`src/logic/ssf_pkg.sv`:
```
`default_nettype none
package ssf_pkg;
  localparam int ADDR_W = 8;
  localparam int DATA_W = 32;
  localparam int DIV_W  = 12;
  localparam int CMP_W  = 16;

  localparam logic [7:0] OFF_CTRL    = 8'h00;
  localparam logic [7:0] OFF_DIV     = 8'h04;
  localparam logic [7:0] OFF_RX_CLK  = 8'h10;
  localparam logic [7:0] OFF_RX_FRM  = 8'h14;
  localparam logic [7:0] OFF_TX_CLK  = 8'h18;
  localparam logic [7:0] OFF_TX_FRM  = 8'h1C;
  localparam logic [7:0] OFF_RX_HOLD = 8'h20;
  localparam logic [7:0] OFF_TX_HOLD = 8'h24;
  localparam logic [7:0] OFF_RX_CMP  = 8'h38;
  localparam logic [7:0] OFF_STATUS  = 8'h40;
  localparam logic [7:0] OFF_MASK    = 8'h4C;

  localparam logic [31:0] RST_WORD = 32'h0000_0000;

  localparam int CTRL_RX_EN    = 0;
  localparam int CTRL_TX_EN    = 8;
  localparam int ST_TX_READY   = 0;
  localparam int ST_TX_EMPTY   = 1;
  localparam int ST_RX_READY   = 4;
  localparam int ST_RX_OVERRUN = 5;
  localparam int HALF_TX       = 0;
  localparam int HALF_RX       = 1;

  typedef enum logic [1:0] {CKS_DIV, CKS_OTHER, CKS_PIN, CKS_NONE} ssf_clk_src_t;
  typedef enum logic [1:0] {CKO_NONE, CKO_CONT, CKO_XFER, CKO_RSVD} ssf_clk_out_t;
  typedef enum logic [3:0] {
    STA_CONT, STA_SYNC, STA_FS_LOW, STA_FS_HIGH, STA_FS_FALL,
    STA_FS_RISE, STA_FS_CHANGE, STA_FS_EDGE, STA_CMP
  } ssf_start_t;
  typedef enum logic [2:0] {
    FS_INPUT, FS_NEG_PULSE, FS_POS_PULSE, FS_LOW_DATA, FS_HIGH_DATA, FS_TOGGLE
  } ssf_frame_output_select_t;

  typedef struct packed {
    logic [7:0]   period;
    logic [11:0]  rsvd_hi;
    ssf_start_t   start;
    logic [2:0]   rsvd_lo;
    logic         clock_invert;
    ssf_clk_out_t clock_output_mode;
    ssf_clk_src_t clock_source_select;
  } ssf_clk_mode_t;

  typedef struct packed {
    logic [4:0] rsvd_hi;
    ssf_frame_output_select_t  frame_output_select;
    logic [7:0] frame_pulse_length;
    logic [3:0] rsvd_mid;
    logic [3:0] datnb;
    logic       msbf;
    logic [1:0] rsvd_lo;
    logic [4:0] datlen;
  } ssf_frm_mode_t;

  typedef struct packed {
    logic clk_o;
    logic clk_oe_n;
    logic fs_o;
    logic fs_oe_n;
  } ssf_pins_t;
endpackage
`default_nettype wire

```
`src/logic/ssf_core.sv`:
```
// Notes on behaviour
// - Divider value is a 12-bit field, largest value 4095.
// - Divider value zero holds the divider idle with no divided clock.
// - Each divided clock level lasts divider value master clock periods.
// - One divided clock is offered to both transmitter and receiver.
// - Transmit clock comes from its pin, the receive clock or the divider.
// - Receive clock comes from its pin, the transmit clock or the divider.
// - Transmit clock inversion affects internal use only, not the pin output.
// - Receive clock inversion affects internal use only, not the pin output.
// - Each clock pin is driven continuously, only during transfer, or not.
// - Either half may run from the other's clock and start with it.
// - A frame begins on a start event, then data words follow.
// - Holding word moves into a shift register and shifts out per format.
// - Ready set on holding-to-shift move; empty when both are empty.
// - Full receive shift register is copied to holding, ready is set.
// - Word completing before holding is read sets overrun and overwrites.
// - Continuous start: transmit on written word, receive once enabled.
// - Start on frame pin edges, levels, changes, or with the other half.
// - Receiver may start when the compare pattern is seen.
// - Frame pin output: level during data, pulse before data, or toggle.
// - Pulse length 1 to 256 bit times, repeated by a period field.
// - Interrupt output is high while any unmasked status event is pending.
`default_nettype none
module ssf_core #(
  parameter int DIV_W = ssf_pkg::DIV_W
) (
  input  wire logic              ref_clk,
  input  wire logic              rst,
  input  wire logic              clk_en,
  input  wire logic [7:0]        reg_addr,
  input  wire logic [31:0]       reg_wdata,
  input  wire logic              reg_wr,
  input  wire logic              reg_rd,
  output logic      [31:0]       reg_rdata,
  input  wire logic              tx_clock_pin_i,
  input  wire logic              rx_clock_pin_i,
  input  wire logic              tx_frame_pin_i,
  input  wire logic              rx_frame_pin_i,
  input  wire logic              rx_data_pin_i,
  output logic                   tx_data_pin_o,
  output ssf_pkg::ssf_pins_t     tx_pins,
  output ssf_pkg::ssf_pins_t     rx_pins,
  output logic                   irq
);

  if (DIV_W < 1 || DIV_W > 16)
  begin : g_chk
    $error("DIV_W must lie between 1 and 16");
  end

  // Configuration and status registers
  logic [31:0]             ctrl_reg;
  logic [DIV_W-1:0]        div_reg;
  ssf_pkg::ssf_clk_mode_t  clk_mode_reg [2];
  ssf_pkg::ssf_frm_mode_t  frm_mode_reg [2];
  logic [15:0]             rx_cmp_reg;
  logic [31:0]             mask_reg;
  logic [31:0]             rdata_reg;
  logic                    irq_reg;

  // Divider
  logic [DIV_W-1:0]        div_cnt_reg;
  logic                    div_clk_reg;

  // Pin synchronisers: 0 tx clock, 1 rx clock, 2 tx frame, 3 rx frame, 4 rx data
  logic [4:0]              pin_raw;
  logic [4:0]              s1_reg;
  logic [4:0]              s2_reg;
  logic [4:0]              s3_reg;
  logic [4:0]              pin_lvl_reg;

  // Per half state, index 0 transmitter, 1 receiver
  logic [1:0]              src_lvl_reg;
  logic [1:0]              int_prev_reg;
  logic [1:0]              active_reg;
  logic [1:0]              fs_prev_reg;
  logic [1:0]              fs_tgl_reg;
  logic [1:0]              fs_o_reg;
  logic [1:0]              clk_o_reg;
  logic [4:0]              bit_cnt_reg  [2];
  logic [3:0]              word_cnt_reg [2];
  logic [8:0]              per_cnt_reg  [2];
  logic [8:0]              pulse_cnt_reg [2];
  logic [1:0]              tick;
  logic [1:0]              start_ev;
  logic [1:0]              half_en;
  logic [1:0]              cont_go;
  logic [1:0]              last_bit;
  logic [1:0]              last_word;
  ssf_pkg::ssf_pins_t      pins_out [2];

  // Data path
  logic [31:0]             tx_hold_reg;
  logic                    tx_hold_valid_reg;
  logic [31:0]             tx_shift_reg;
  logic                    tx_data_reg;
  logic [31:0]             rx_shift_reg;
  logic [31:0]             rx_next;
  logic [31:0]             rx_hold_reg;
  logic                    rx_ready_reg;
  logic                    rx_overrun_reg;
  logic [15:0]             rx_hist_reg;

  // Bus decode
  wire bus_wr       = reg_wr & clk_en;
  wire bus_rd       = reg_rd & clk_en;
  wire hit_ctrl     = reg_addr == ssf_pkg::OFF_CTRL;
  wire hit_div      = reg_addr == ssf_pkg::OFF_DIV;
  wire hit_rx_clk   = reg_addr == ssf_pkg::OFF_RX_CLK;
  wire hit_rx_frm   = reg_addr == ssf_pkg::OFF_RX_FRM;
  wire hit_tx_clk   = reg_addr == ssf_pkg::OFF_TX_CLK;
  wire hit_tx_frm   = reg_addr == ssf_pkg::OFF_TX_FRM;
  wire hit_rx_hold  = reg_addr == ssf_pkg::OFF_RX_HOLD;
  wire hit_tx_hold  = reg_addr == ssf_pkg::OFF_TX_HOLD;
  wire hit_rx_cmp   = reg_addr == ssf_pkg::OFF_RX_CMP;
  wire hit_status   = reg_addr == ssf_pkg::OFF_STATUS;
  wire hit_mask     = reg_addr == ssf_pkg::OFF_MASK;
  wire tx_hold_wr   = bus_wr & hit_tx_hold;
  wire rx_hold_rd   = bus_rd & hit_rx_hold;
  wire status_rd    = bus_rd & hit_status;

  wire tx_empty = ~tx_hold_valid_reg & ~active_reg[ssf_pkg::HALF_TX];
  wire tx_ready = ~tx_hold_valid_reg;

  wire [31:0] status_word = {26'h000_0000, rx_overrun_reg, rx_ready_reg,
                             2'b00, tx_empty, tx_ready};

  wire [31:0] rd_mux =
    hit_ctrl    ? ctrl_reg :
    hit_div     ? {{(32-DIV_W){1'b0}}, div_reg} :
    hit_rx_clk  ? 32'(clk_mode_reg[ssf_pkg::HALF_RX]) :
    hit_rx_frm  ? 32'(frm_mode_reg[ssf_pkg::HALF_RX]) :
    hit_tx_clk  ? 32'(clk_mode_reg[ssf_pkg::HALF_TX]) :
    hit_tx_frm  ? 32'(frm_mode_reg[ssf_pkg::HALF_TX]) :
    hit_rx_hold ? rx_hold_reg :
    hit_rx_cmp  ? {16'h0000, rx_cmp_reg} :
    hit_status  ? status_word :
    hit_mask    ? mask_reg :
    ssf_pkg::RST_WORD;

  always_ff @(posedge ref_clk)
  begin
    if (rst)
    begin
      ctrl_reg     <= ssf_pkg::RST_WORD;
      div_reg      <= '0;
      clk_mode_reg <= '{default: '0};
      frm_mode_reg <= '{default: '0};
      rx_cmp_reg   <= '0;
      mask_reg     <= ssf_pkg::RST_WORD;
      rdata_reg    <= ssf_pkg::RST_WORD;
      irq_reg      <= 1'b0;
    end
    else if (clk_en)
    begin
      if (bus_wr & hit_ctrl)
        ctrl_reg <= reg_wdata;
      if (bus_wr & hit_div)
        div_reg <= reg_wdata[DIV_W-1:0];
      if (bus_wr & hit_rx_clk)
        clk_mode_reg[ssf_pkg::HALF_RX] <= ssf_pkg::ssf_clk_mode_t'(reg_wdata);
      if (bus_wr & hit_rx_frm)
        frm_mode_reg[ssf_pkg::HALF_RX] <= ssf_pkg::ssf_frm_mode_t'(reg_wdata);
      if (bus_wr & hit_tx_clk)
        clk_mode_reg[ssf_pkg::HALF_TX] <= ssf_pkg::ssf_clk_mode_t'(reg_wdata);
      if (bus_wr & hit_tx_frm)
        frm_mode_reg[ssf_pkg::HALF_TX] <= ssf_pkg::ssf_frm_mode_t'(reg_wdata);
      if (bus_wr & hit_rx_cmp)
        rx_cmp_reg <= reg_wdata[15:0];
      if (bus_wr & hit_mask)
        mask_reg <= reg_wdata;
      // Data stand only in the cycle after the read strobe
      rdata_reg <= bus_rd ? rd_mux : ssf_pkg::RST_WORD;
      irq_reg   <= |(status_word & mask_reg);
    end
  end

  assign reg_rdata = rdata_reg;
  assign irq       = irq_reg;

  // Divider: shared by both halves
  wire [DIV_W-1:0] div_last = DIV_W'(div_reg - 1'b1);

  always_ff @(posedge ref_clk)
  begin
    if (rst)
    begin
      div_cnt_reg <= '0;
      div_clk_reg <= 1'b0;
    end
    else if (clk_en)
    begin
      if (div_reg == '0)
      begin
        div_cnt_reg <= '0;
        div_clk_reg <= 1'b0;
      end
      else if (div_cnt_reg >= div_last)
      begin
        div_cnt_reg <= '0;
        div_clk_reg <= ~div_clk_reg;
      end
      else
        div_cnt_reg <= DIV_W'(div_cnt_reg + 1'b1);
    end
  end

  // Pins settle when the second and third stage agree
  assign pin_raw = {rx_data_pin_i, rx_frame_pin_i, tx_frame_pin_i,
                    rx_clock_pin_i, tx_clock_pin_i};

  always_ff @(posedge ref_clk)
  begin
    if (rst)
    begin
      s1_reg      <= '0;
      s2_reg      <= '0;
      s3_reg      <= '0;
      pin_lvl_reg <= '0;
    end
    else if (clk_en)
    begin
      s1_reg      <= pin_raw;
      s2_reg      <= s1_reg;
      s3_reg      <= s2_reg;
      pin_lvl_reg <= (s2_reg & s3_reg) | (pin_lvl_reg & (s2_reg ^ s3_reg));
    end
  end

  assign half_en = {ctrl_reg[ssf_pkg::CTRL_RX_EN], ctrl_reg[ssf_pkg::CTRL_TX_EN]};
  assign cont_go = {half_en[ssf_pkg::HALF_RX], tx_hold_valid_reg};

  // Compare pattern: length follows the frame pulse length field, capped at 16 bits
  wire [7:0]  rx_frame_pulse_length = frm_mode_reg[ssf_pkg::HALF_RX].frame_pulse_length;
  wire [3:0]  cmp_top  = (|rx_frame_pulse_length[7:4]) ? 4'hF : rx_frame_pulse_length[3:0];
  wire [15:0] cmp_mask = 16'hFFFF >> (4'hF - cmp_top);
  wire        cmp_hit  = ((rx_hist_reg ^ rx_cmp_reg) & cmp_mask) == 16'h0000;

  for (genvar h = 0; h < 2; h++)
  begin : g_half
    localparam int O = 1 - h;
    ssf_pkg::ssf_clk_mode_t cm;
    ssf_pkg::ssf_frm_mode_t fm;
    logic                   src;
    logic                   int_lvl;
    logic                   fs_lvl;
    logic                   go;
    logic                   pulse_on;
    logic                   fs_next;

    assign cm = clk_mode_reg[h];
    assign fm = frm_mode_reg[h];

    // Other half's source is taken registered so two cross selections form no loop
    assign src =
      (cm.clock_source_select == ssf_pkg::CKS_DIV)   ? div_clk_reg :
      (cm.clock_source_select == ssf_pkg::CKS_OTHER) ? src_lvl_reg[O] :
      (cm.clock_source_select == ssf_pkg::CKS_PIN)   ? pin_lvl_reg[h] :
      1'b0;

    assign int_lvl = src_lvl_reg[h] ^ cm.clock_invert;

    // Transmitter drives on falling internal edges, receiver samples on rising
    assign tick[h] = (h == ssf_pkg::HALF_TX) ? (int_prev_reg[h] & ~int_lvl)
                                             : (~int_prev_reg[h] & int_lvl);

    assign fs_lvl = (fm.frame_output_select == ssf_pkg::FS_INPUT) ? pin_lvl_reg[2+h] : fs_o_reg[h];

    always_comb
    begin
      unique case (cm.start)
        ssf_pkg::STA_CONT:      go = cont_go[h];
        ssf_pkg::STA_SYNC:      go = active_reg[O];
        ssf_pkg::STA_FS_LOW:    go = ~fs_lvl;
        ssf_pkg::STA_FS_HIGH:   go = fs_lvl;
        ssf_pkg::STA_FS_FALL:   go = fs_prev_reg[h] & ~fs_lvl;
        ssf_pkg::STA_FS_RISE:   go = ~fs_prev_reg[h] & fs_lvl;
        ssf_pkg::STA_FS_CHANGE: go = fs_prev_reg[h] ^ fs_lvl;
        ssf_pkg::STA_FS_EDGE:   go = fs_prev_reg[h] ^ fs_lvl;
        ssf_pkg::STA_CMP:       go = (h == ssf_pkg::HALF_RX) & cmp_hit;
        default:                go = 1'b0;
      endcase
    end

    assign start_ev[h]  = tick[h] & half_en[h] & ~active_reg[h] & go;
    assign last_bit[h]  = bit_cnt_reg[h] == fm.datlen;
    assign last_word[h] = word_cnt_reg[h] == fm.datnb;
    assign pulse_on     = pulse_cnt_reg[h] != 9'h000;

    always_comb
    begin
      unique case (fm.frame_output_select)
        ssf_pkg::FS_NEG_PULSE: fs_next = ~pulse_on;
        ssf_pkg::FS_POS_PULSE: fs_next = pulse_on;
        ssf_pkg::FS_LOW_DATA:  fs_next = ~active_reg[h];
        ssf_pkg::FS_HIGH_DATA: fs_next = active_reg[h];
        ssf_pkg::FS_TOGGLE:    fs_next = fs_tgl_reg[h];
        default:               fs_next = 1'b0;
      endcase
    end

    always_ff @(posedge ref_clk)
    begin
      if (rst)
      begin
        src_lvl_reg[h]   <= 1'b0;
        int_prev_reg[h]  <= 1'b0;
        active_reg[h]    <= 1'b0;
        fs_prev_reg[h]   <= 1'b0;
        fs_tgl_reg[h]    <= 1'b0;
        fs_o_reg[h]      <= 1'b0;
        clk_o_reg[h]     <= 1'b0;
        bit_cnt_reg[h]   <= '0;
        word_cnt_reg[h]  <= '0;
        per_cnt_reg[h]   <= '0;
        pulse_cnt_reg[h] <= '0;
      end
      else if (clk_en)
      begin
        src_lvl_reg[h]  <= src;
        int_prev_reg[h] <= int_lvl;
        fs_o_reg[h]     <= fs_next;
        if (tick[h])
          fs_prev_reg[h] <= fs_lvl;
        if (!half_en[h])
          active_reg[h] <= 1'b0;
        else if (start_ev[h])
        begin
          active_reg[h]   <= 1'b1;
          bit_cnt_reg[h]  <= '0;
          word_cnt_reg[h] <= '0;
          fs_tgl_reg[h]   <= ~fs_tgl_reg[h];
        end
        else if (tick[h] && active_reg[h])
        begin
          if (last_bit[h])
          begin
            bit_cnt_reg[h] <= '0;
            if (last_word[h])
              active_reg[h] <= 1'b0;
            else
              word_cnt_reg[h] <= word_cnt_reg[h] + 4'h1;
          end
          else
            bit_cnt_reg[h] <= bit_cnt_reg[h] + 5'h01;
        end
        // Pulse train: period field gives 2*(period+1) bit times, zero stops it
        if (!half_en[h] || cm.period == 8'h00)
        begin
          per_cnt_reg[h]   <= '0;
          pulse_cnt_reg[h] <= '0;
        end
        else if (tick[h])
        begin
          if (per_cnt_reg[h] == 9'h000)
          begin
            per_cnt_reg[h]   <= {cm.period, 1'b1};
            pulse_cnt_reg[h] <= {1'b0, fm.frame_pulse_length} + 9'h001;
          end
          else
          begin
            per_cnt_reg[h] <= per_cnt_reg[h] - 9'h001;
            if (pulse_on)
              pulse_cnt_reg[h] <= pulse_cnt_reg[h] - 9'h001;
          end
        end
        unique case (cm.clock_output_mode)
          ssf_pkg::CKO_CONT: clk_o_reg[h] <= src_lvl_reg[h];
          ssf_pkg::CKO_XFER: clk_o_reg[h] <= src_lvl_reg[h] & active_reg[h];
          default:           clk_o_reg[h] <= 1'b0;
        endcase
      end
    end

    assign pins_out[h] = '{clk_o:    clk_o_reg[h],
                           clk_oe_n: cm.clock_output_mode == ssf_pkg::CKO_NONE,
                           fs_o:     fs_o_reg[h],
                           fs_oe_n:  fm.frame_output_select == ssf_pkg::FS_INPUT};
  end

  assign tx_pins = pins_out[ssf_pkg::HALF_TX];
  assign rx_pins = pins_out[ssf_pkg::HALF_RX];

  // Transmit path
  wire [4:0] tx_len  = frm_mode_reg[ssf_pkg::HALF_TX].datlen;
  wire       tx_msbf = frm_mode_reg[ssf_pkg::HALF_TX].msbf;
  wire       tx_tick = tick[ssf_pkg::HALF_TX] & active_reg[ssf_pkg::HALF_TX];
  wire       tx_load = start_ev[ssf_pkg::HALF_TX] |
                       (tx_tick & last_bit[ssf_pkg::HALF_TX] & ~last_word[ssf_pkg::HALF_TX]);
  wire       tx_bit  = tx_msbf ? tx_shift_reg[tx_len] : tx_shift_reg[0];

  always_ff @(posedge ref_clk)
  begin
    if (rst)
    begin
      tx_hold_reg       <= '0;
      tx_hold_valid_reg <= 1'b0;
      tx_shift_reg      <= '0;
      tx_data_reg       <= 1'b0;
    end
    else if (clk_en)
    begin
      // A write in the move cycle refills holding, the old word goes out
      if (tx_hold_wr)
      begin
        tx_hold_reg       <= reg_wdata;
        tx_hold_valid_reg <= 1'b1;
      end
      else if (tx_load)
        tx_hold_valid_reg <= 1'b0;
      // Underrun sends zeros rather than stalling the frame
      if (tx_load)
        tx_shift_reg <= tx_hold_valid_reg ? tx_hold_reg : '0;
      else if (tx_tick)
        tx_shift_reg <= tx_msbf ? {tx_shift_reg[30:0], 1'b0}
                                : {1'b0, tx_shift_reg[31:1]};
      if (tx_tick)
        tx_data_reg <= tx_bit;
      else if (tick[ssf_pkg::HALF_TX])
        tx_data_reg <= 1'b0;
    end
  end

  assign tx_data_pin_o = tx_data_reg;

  // Receive path
  wire [4:0] rx_len  = frm_mode_reg[ssf_pkg::HALF_RX].datlen;
  wire       rx_msbf = frm_mode_reg[ssf_pkg::HALF_RX].msbf;
  wire       rx_d    = pin_lvl_reg[4];
  wire       rx_tick = tick[ssf_pkg::HALF_RX] & active_reg[ssf_pkg::HALF_RX];
  wire       rx_done = rx_tick & last_bit[ssf_pkg::HALF_RX];
  wire [31:0] rx_wmask = 32'hFFFF_FFFF >> (5'h1F - rx_len);

  always_comb
  begin
    rx_next = rx_msbf ? {rx_shift_reg[30:0], rx_d} : {1'b0, rx_shift_reg[31:1]};
    if (!rx_msbf)
      rx_next[rx_len] = rx_d;
  end

  always_ff @(posedge ref_clk)
  begin
    if (rst)
    begin
      rx_shift_reg   <= '0;
      rx_hold_reg    <= '0;
      rx_ready_reg   <= 1'b0;
      rx_overrun_reg <= 1'b0;
      rx_hist_reg    <= '0;
    end
    else if (clk_en)
    begin
      if (rx_tick)
        rx_shift_reg <= rx_next;
      if (tick[ssf_pkg::HALF_RX] && half_en[ssf_pkg::HALF_RX])
        rx_hist_reg <= {rx_hist_reg[14:0], rx_d};
      if (rx_done)
        rx_hold_reg <= rx_next & rx_wmask;
      // Setting wins over the clear by a read in the same cycle
      rx_ready_reg   <= rx_done | (rx_ready_reg & ~rx_hold_rd);
      rx_overrun_reg <= (rx_done & rx_ready_reg & ~rx_hold_rd) |
                        (rx_overrun_reg & ~status_rd);
    end
  end

endmodule
`default_nettype wire

```
`config.mk`:
```
export PLATFORM = sky130hd
export DESIGN_NAME = ssf_core
export DESIGN_NICKNAME = d
export VERILOG_FILES = /design/src/logic/ssf_pkg.sv /design/src/logic/ssf_core.sv
export SDC_FILE = /design/constraint.sdc
export NUM_CORES = 1
export LEC_CHECK = 0
export ABC_AREA = 1
export BUFFER_PORTS_ARGS = -buffer_cell sky130_fd_sc_hd__buf_2
export CORE_ASPECT_RATIO = 0.8
export CORE_MARGIN = 2
export CORE_UTILIZATION = 40
export DETAILED_ROUTE_END_ITERATION = 16
export PLACE_DENSITY = 0.61
export SLEW_MARGIN = 20
export SYNTH_ARGS = -nofsm -noshare
export SYNTH_HDL_FRONTEND = slang
export SYNTH_SLANG_ARGS = --single-unit
```
`constraint.sdc`:
```
create_clock -name ref_clk -period 2.77 [get_ports ref_clk]
set_input_delay 0.554 -clock ref_clk [delete_from_list [all_inputs] [get_ports ref_clk]]
set_output_delay 0.554 -clock ref_clk [all_outputs]
set_load 0.02 [all_outputs]
```
==> run_results.csv <==
group,metric,value,unit
drt,via_count,23430,
yosys,synth-seq-cells,502,
yosys,synthXorXnorAreaFrac,3.013,%
worst_setup_path,required,3280,ps
yosys,synth_area_leaders,"dfxtp_1 (36%), nand2_1 (10%), o21ai_0 (9.8%)",
run,drv_cap,0,
floorplanning,die_w,281.9,um
cells_and_area,fillers,6203,
yosys,ys.flop_type,"dfxtp_1",
grt,grt_usage,26.42,%
yosys,synth_warnings,0,
clock_network,cts_buffer_depth,3,
worst_setup_path,critPathCaptureType,"flip-flop",
yosys,synthSimpleGateAreaFrac,20.97,%
worst_setup_path,cp.arrival,3110,ps
placement,pre_cts_ws,-32.64,ps
hold_path,min_path_type,"input port to flip-flop",
clock_network,cts_tree,"yes",
placement,dp.cells,4256,
clock_network,cts_buffers,52,
yosys,yosysMostFrequentCell,"nand2_1",
sta,final.setup_skew,18.78,ps
sta,rsz0062_at_grt,"yes",
pwr,vdd_ir_drop_max,439.2,uV
grt,grt_pass1_wl,129.1,mm
clock_network,postCtsHoldBufs,0,
placement,dp_hpwl,61.74,mm
drt,dr.pass1.iters,6,
sta,setup_viol,0,
worst_setup_path,cp-start-kind,"flip-flop",
cells_and_area,drive_above_1_share,10.65,%
yosys,yosysUniqueCellTypes,60,
sta,setup_ws,164.9,ps
grt,grt_max_degree,65,
sta,maxSlewViolCount,0,
cells_and_area,fin_cells,4353,
floorplanning,start_util,40.43,%
yosys,synth_area_per_cell,7.210,um^2
clock_network,htree_levels,2,
floorplanning,die_height,226.3,um
clock_network,clock-sinks,502,
drt,viasPerCell,5.382,
yosys,synth_fa_ha_area_share,1.975,%
placement,gp_congestion,0.9614,
grt,grt_pass1_vias,21230,
yosys,synth_area_leader_cell,"dfxtp_1",
outcome,status,"complete, no violations",
grt,antenna_found_initial,2,
drt,wirelength,84.76,mm
grt,overflow,0,
drt,drcViolationCount,0,
yosys,yosysTopAreaCellShare,36.30,%
sta,fmax,0.3839,GHz
clock_network,cts_root_buf,"clkbuf_16",
yosys,syn_area,0.02471,mm^2
clock_network,insertion_delay,620,ps
floorplanning,ioPinCount,92,
sta,finalHoldViolations,0,
sta,fin_crit,2605,ps
floorplanning,coreArea,0.06111,mm^2
yosys,synthMuxAreaShare,0,%
placement,io_buffers,91,
cells_and_area,fin_nets,3571,
yosys,seq_area_frac_synth,42.86,%
sta,slew_headroom,45.19,%
yosys,synth_fp_nets,3516,
cells_and_area,area_growth,14.03,%
pwr,powerDensity,545.3,mW/mm^2
floorplanning,dieArea,0.06379,mm^2
sta,hold_ws,139.3,ps
yosys,synth-compound-area-share,21.87,%
yosys,async_flop_share,0,%
cells_and_area,largest_reg_flops,64,
clock_network,clk_pin_slew,60,ps
sta,fin_crit_sh,94.05,%
pwr,p_leak,11.21,nW
yosys,syn-instance-count,3427,
yosys,synthTopCellsByCount,"nand2_1 (679), o21ai_0 (484), dfxtp_1 (448), a21oi_1 (400), inv_1 (353)",
yosys,synth_top_family_by_area,"compound AO/OA/AOI/OAI gates",
drt,drt-initial-drc-count,2508,
worst_setup_path,path_class,"flip-flop to flip-flop",
sta,tightest_slew,821.2,ps
drt,avgRoutedWirePerCell,19.47,um
floorplanning,rows,81,
yosys,synth_edf_count,54,
worst_setup_path,cp_max_fo,4,
drt,drt.antenna.violating_nets,0,
-- per-layer routing --
metal | wire length (um) | global-route usage, %
met1 | 38370 | 38.02
met2 | 35310 | 38.48
met3 | 8160 | 5.729
met4 | 2927 | 9.798
met5 | 0 | 0
-- critical path, cell delays in order, from the launching register on --
cell and delay [ps]:
dfxtp_2 330, nor3_4 190, nand3_2 120, nor3_4 200, nand3_2 110, nor3_2 180, xor2_1 90, ha_1 290
nand2_1 70, nor2_1 180, nand3_1 110, nand4_1 180, nand2_2 110, buf_6 160, o21ai_2 110, a21oi_2 40
-- cell usage in the layout, fill, tap and decap left out, types with 4 or more instances in the layout --
master,n
nor2_4,13
o22ai_1,30
nand3_2,4
a31oi_1,6
nand2_2,10
buf_12,13
nor2_2,15
dfxtp_2,4
nor3_1,29
bufinv_16,4
clkbuf_16,54
clkbuf_1,10
dfxtp_1,444
clkinvlp_4,4
o21ai_1,13
or3_1,4
nand3_1,169
xnor2_1,40
inv_1,353
edfxtp_1,54
nor2_1,222
xor2_1,45
buf_4,99
inv_2,17
a211oi_1,21
a21oi_1,398
o211ai_1,26
o2111ai_1,17
nor3_2,8
nand2_1,674
nor4_1,9
buf_2,90
ha_1,39
o31ai_1,4
o21ai_0,481
clkinv_1,8
clkbuf_8,9
nand4_1,30
-- cell type report --
type                            count  area, um^2  share of cell area (%)
Multi-Input combinational cell   2348       11930                   42.33
Sequential cell                   502       10600                   37.60
Clock buffer                       73        1513                   5.369
Timing Repair Buffer              203        1465                   5.200
Inverter                          375        1415                   5.022
Tap cell                          830        1039                   3.686
Clock inverter                     20       216.5                  0.7682
Antenna cell                        2       5.005                 0.01776
-- power by group --
group / leakage, nW / internal [mW] / total, mW / switching, mW
clock: 0.835 / 4.17 / 7.27 / 3.09
sequential: 4.19 / 7.39 / 7.44 / 0.0434
combinational: 6.18 / 0.177 / 0.662 / 0.486
total: 11.2 / 11.7 / 15.4 / 3.62
-- what timing repair did --
item | 4_1_cts | 5_1_grt
resized for setup | 1 | 28
buffers inserted | 0 | 2
pin swaps | 0 | 9
endpoints found under the setup margin | 7 | 37
-- path summary, 6_finish.rpt --
check,depth (start not counted),end,startpoint,slack (ps)
worst max-delay path,15,div_clk_reg$_SDFFE_PP0P_,div_reg[2]$_SDFFE_PP0P_,160
worst min-delay path,3,s1_reg[3]$_SDFFE_PP0P_,rx_frame_pin_i,140
worst min register to register,2,mask_reg[26]$_SDFFE_PP0P_,mask_reg[26]$_SDFFE_PP0P_,450
worst max register to register,15,div_clk_reg$_SDFFE_PP0P_,div_reg[2]$_SDFFE_PP0P_,160
-- stage by stage --
step / TNS (ps) / util, % / instance area, um^2 / total power, mW
final: 0 / 46.10 / 28180 / 15.36
after detailed placement: -194.8 / 43.07 / 26320 / 8.238
after CTS: 0 / 45.91 / 28050 / 15.42
after global routing: -315.1 / 46.10 / 28180 / 15.79
after global placement: 0 / 43.07 / 26320 / 8.238
after floorplan: 0 / - / 24710 / 7.931
-- cells by family after synthesis --
family | count (synthesis)
AO/OA/AOI/OAI | 1017
XOR/XNOR | 85
adder cells (fa/ha/maj) | 39
buffers and inverters | 577
flip-flops | 502
AND/OR/NAND/NOR | 1207
Note: power is estimated with default switching activity, not from simulation.
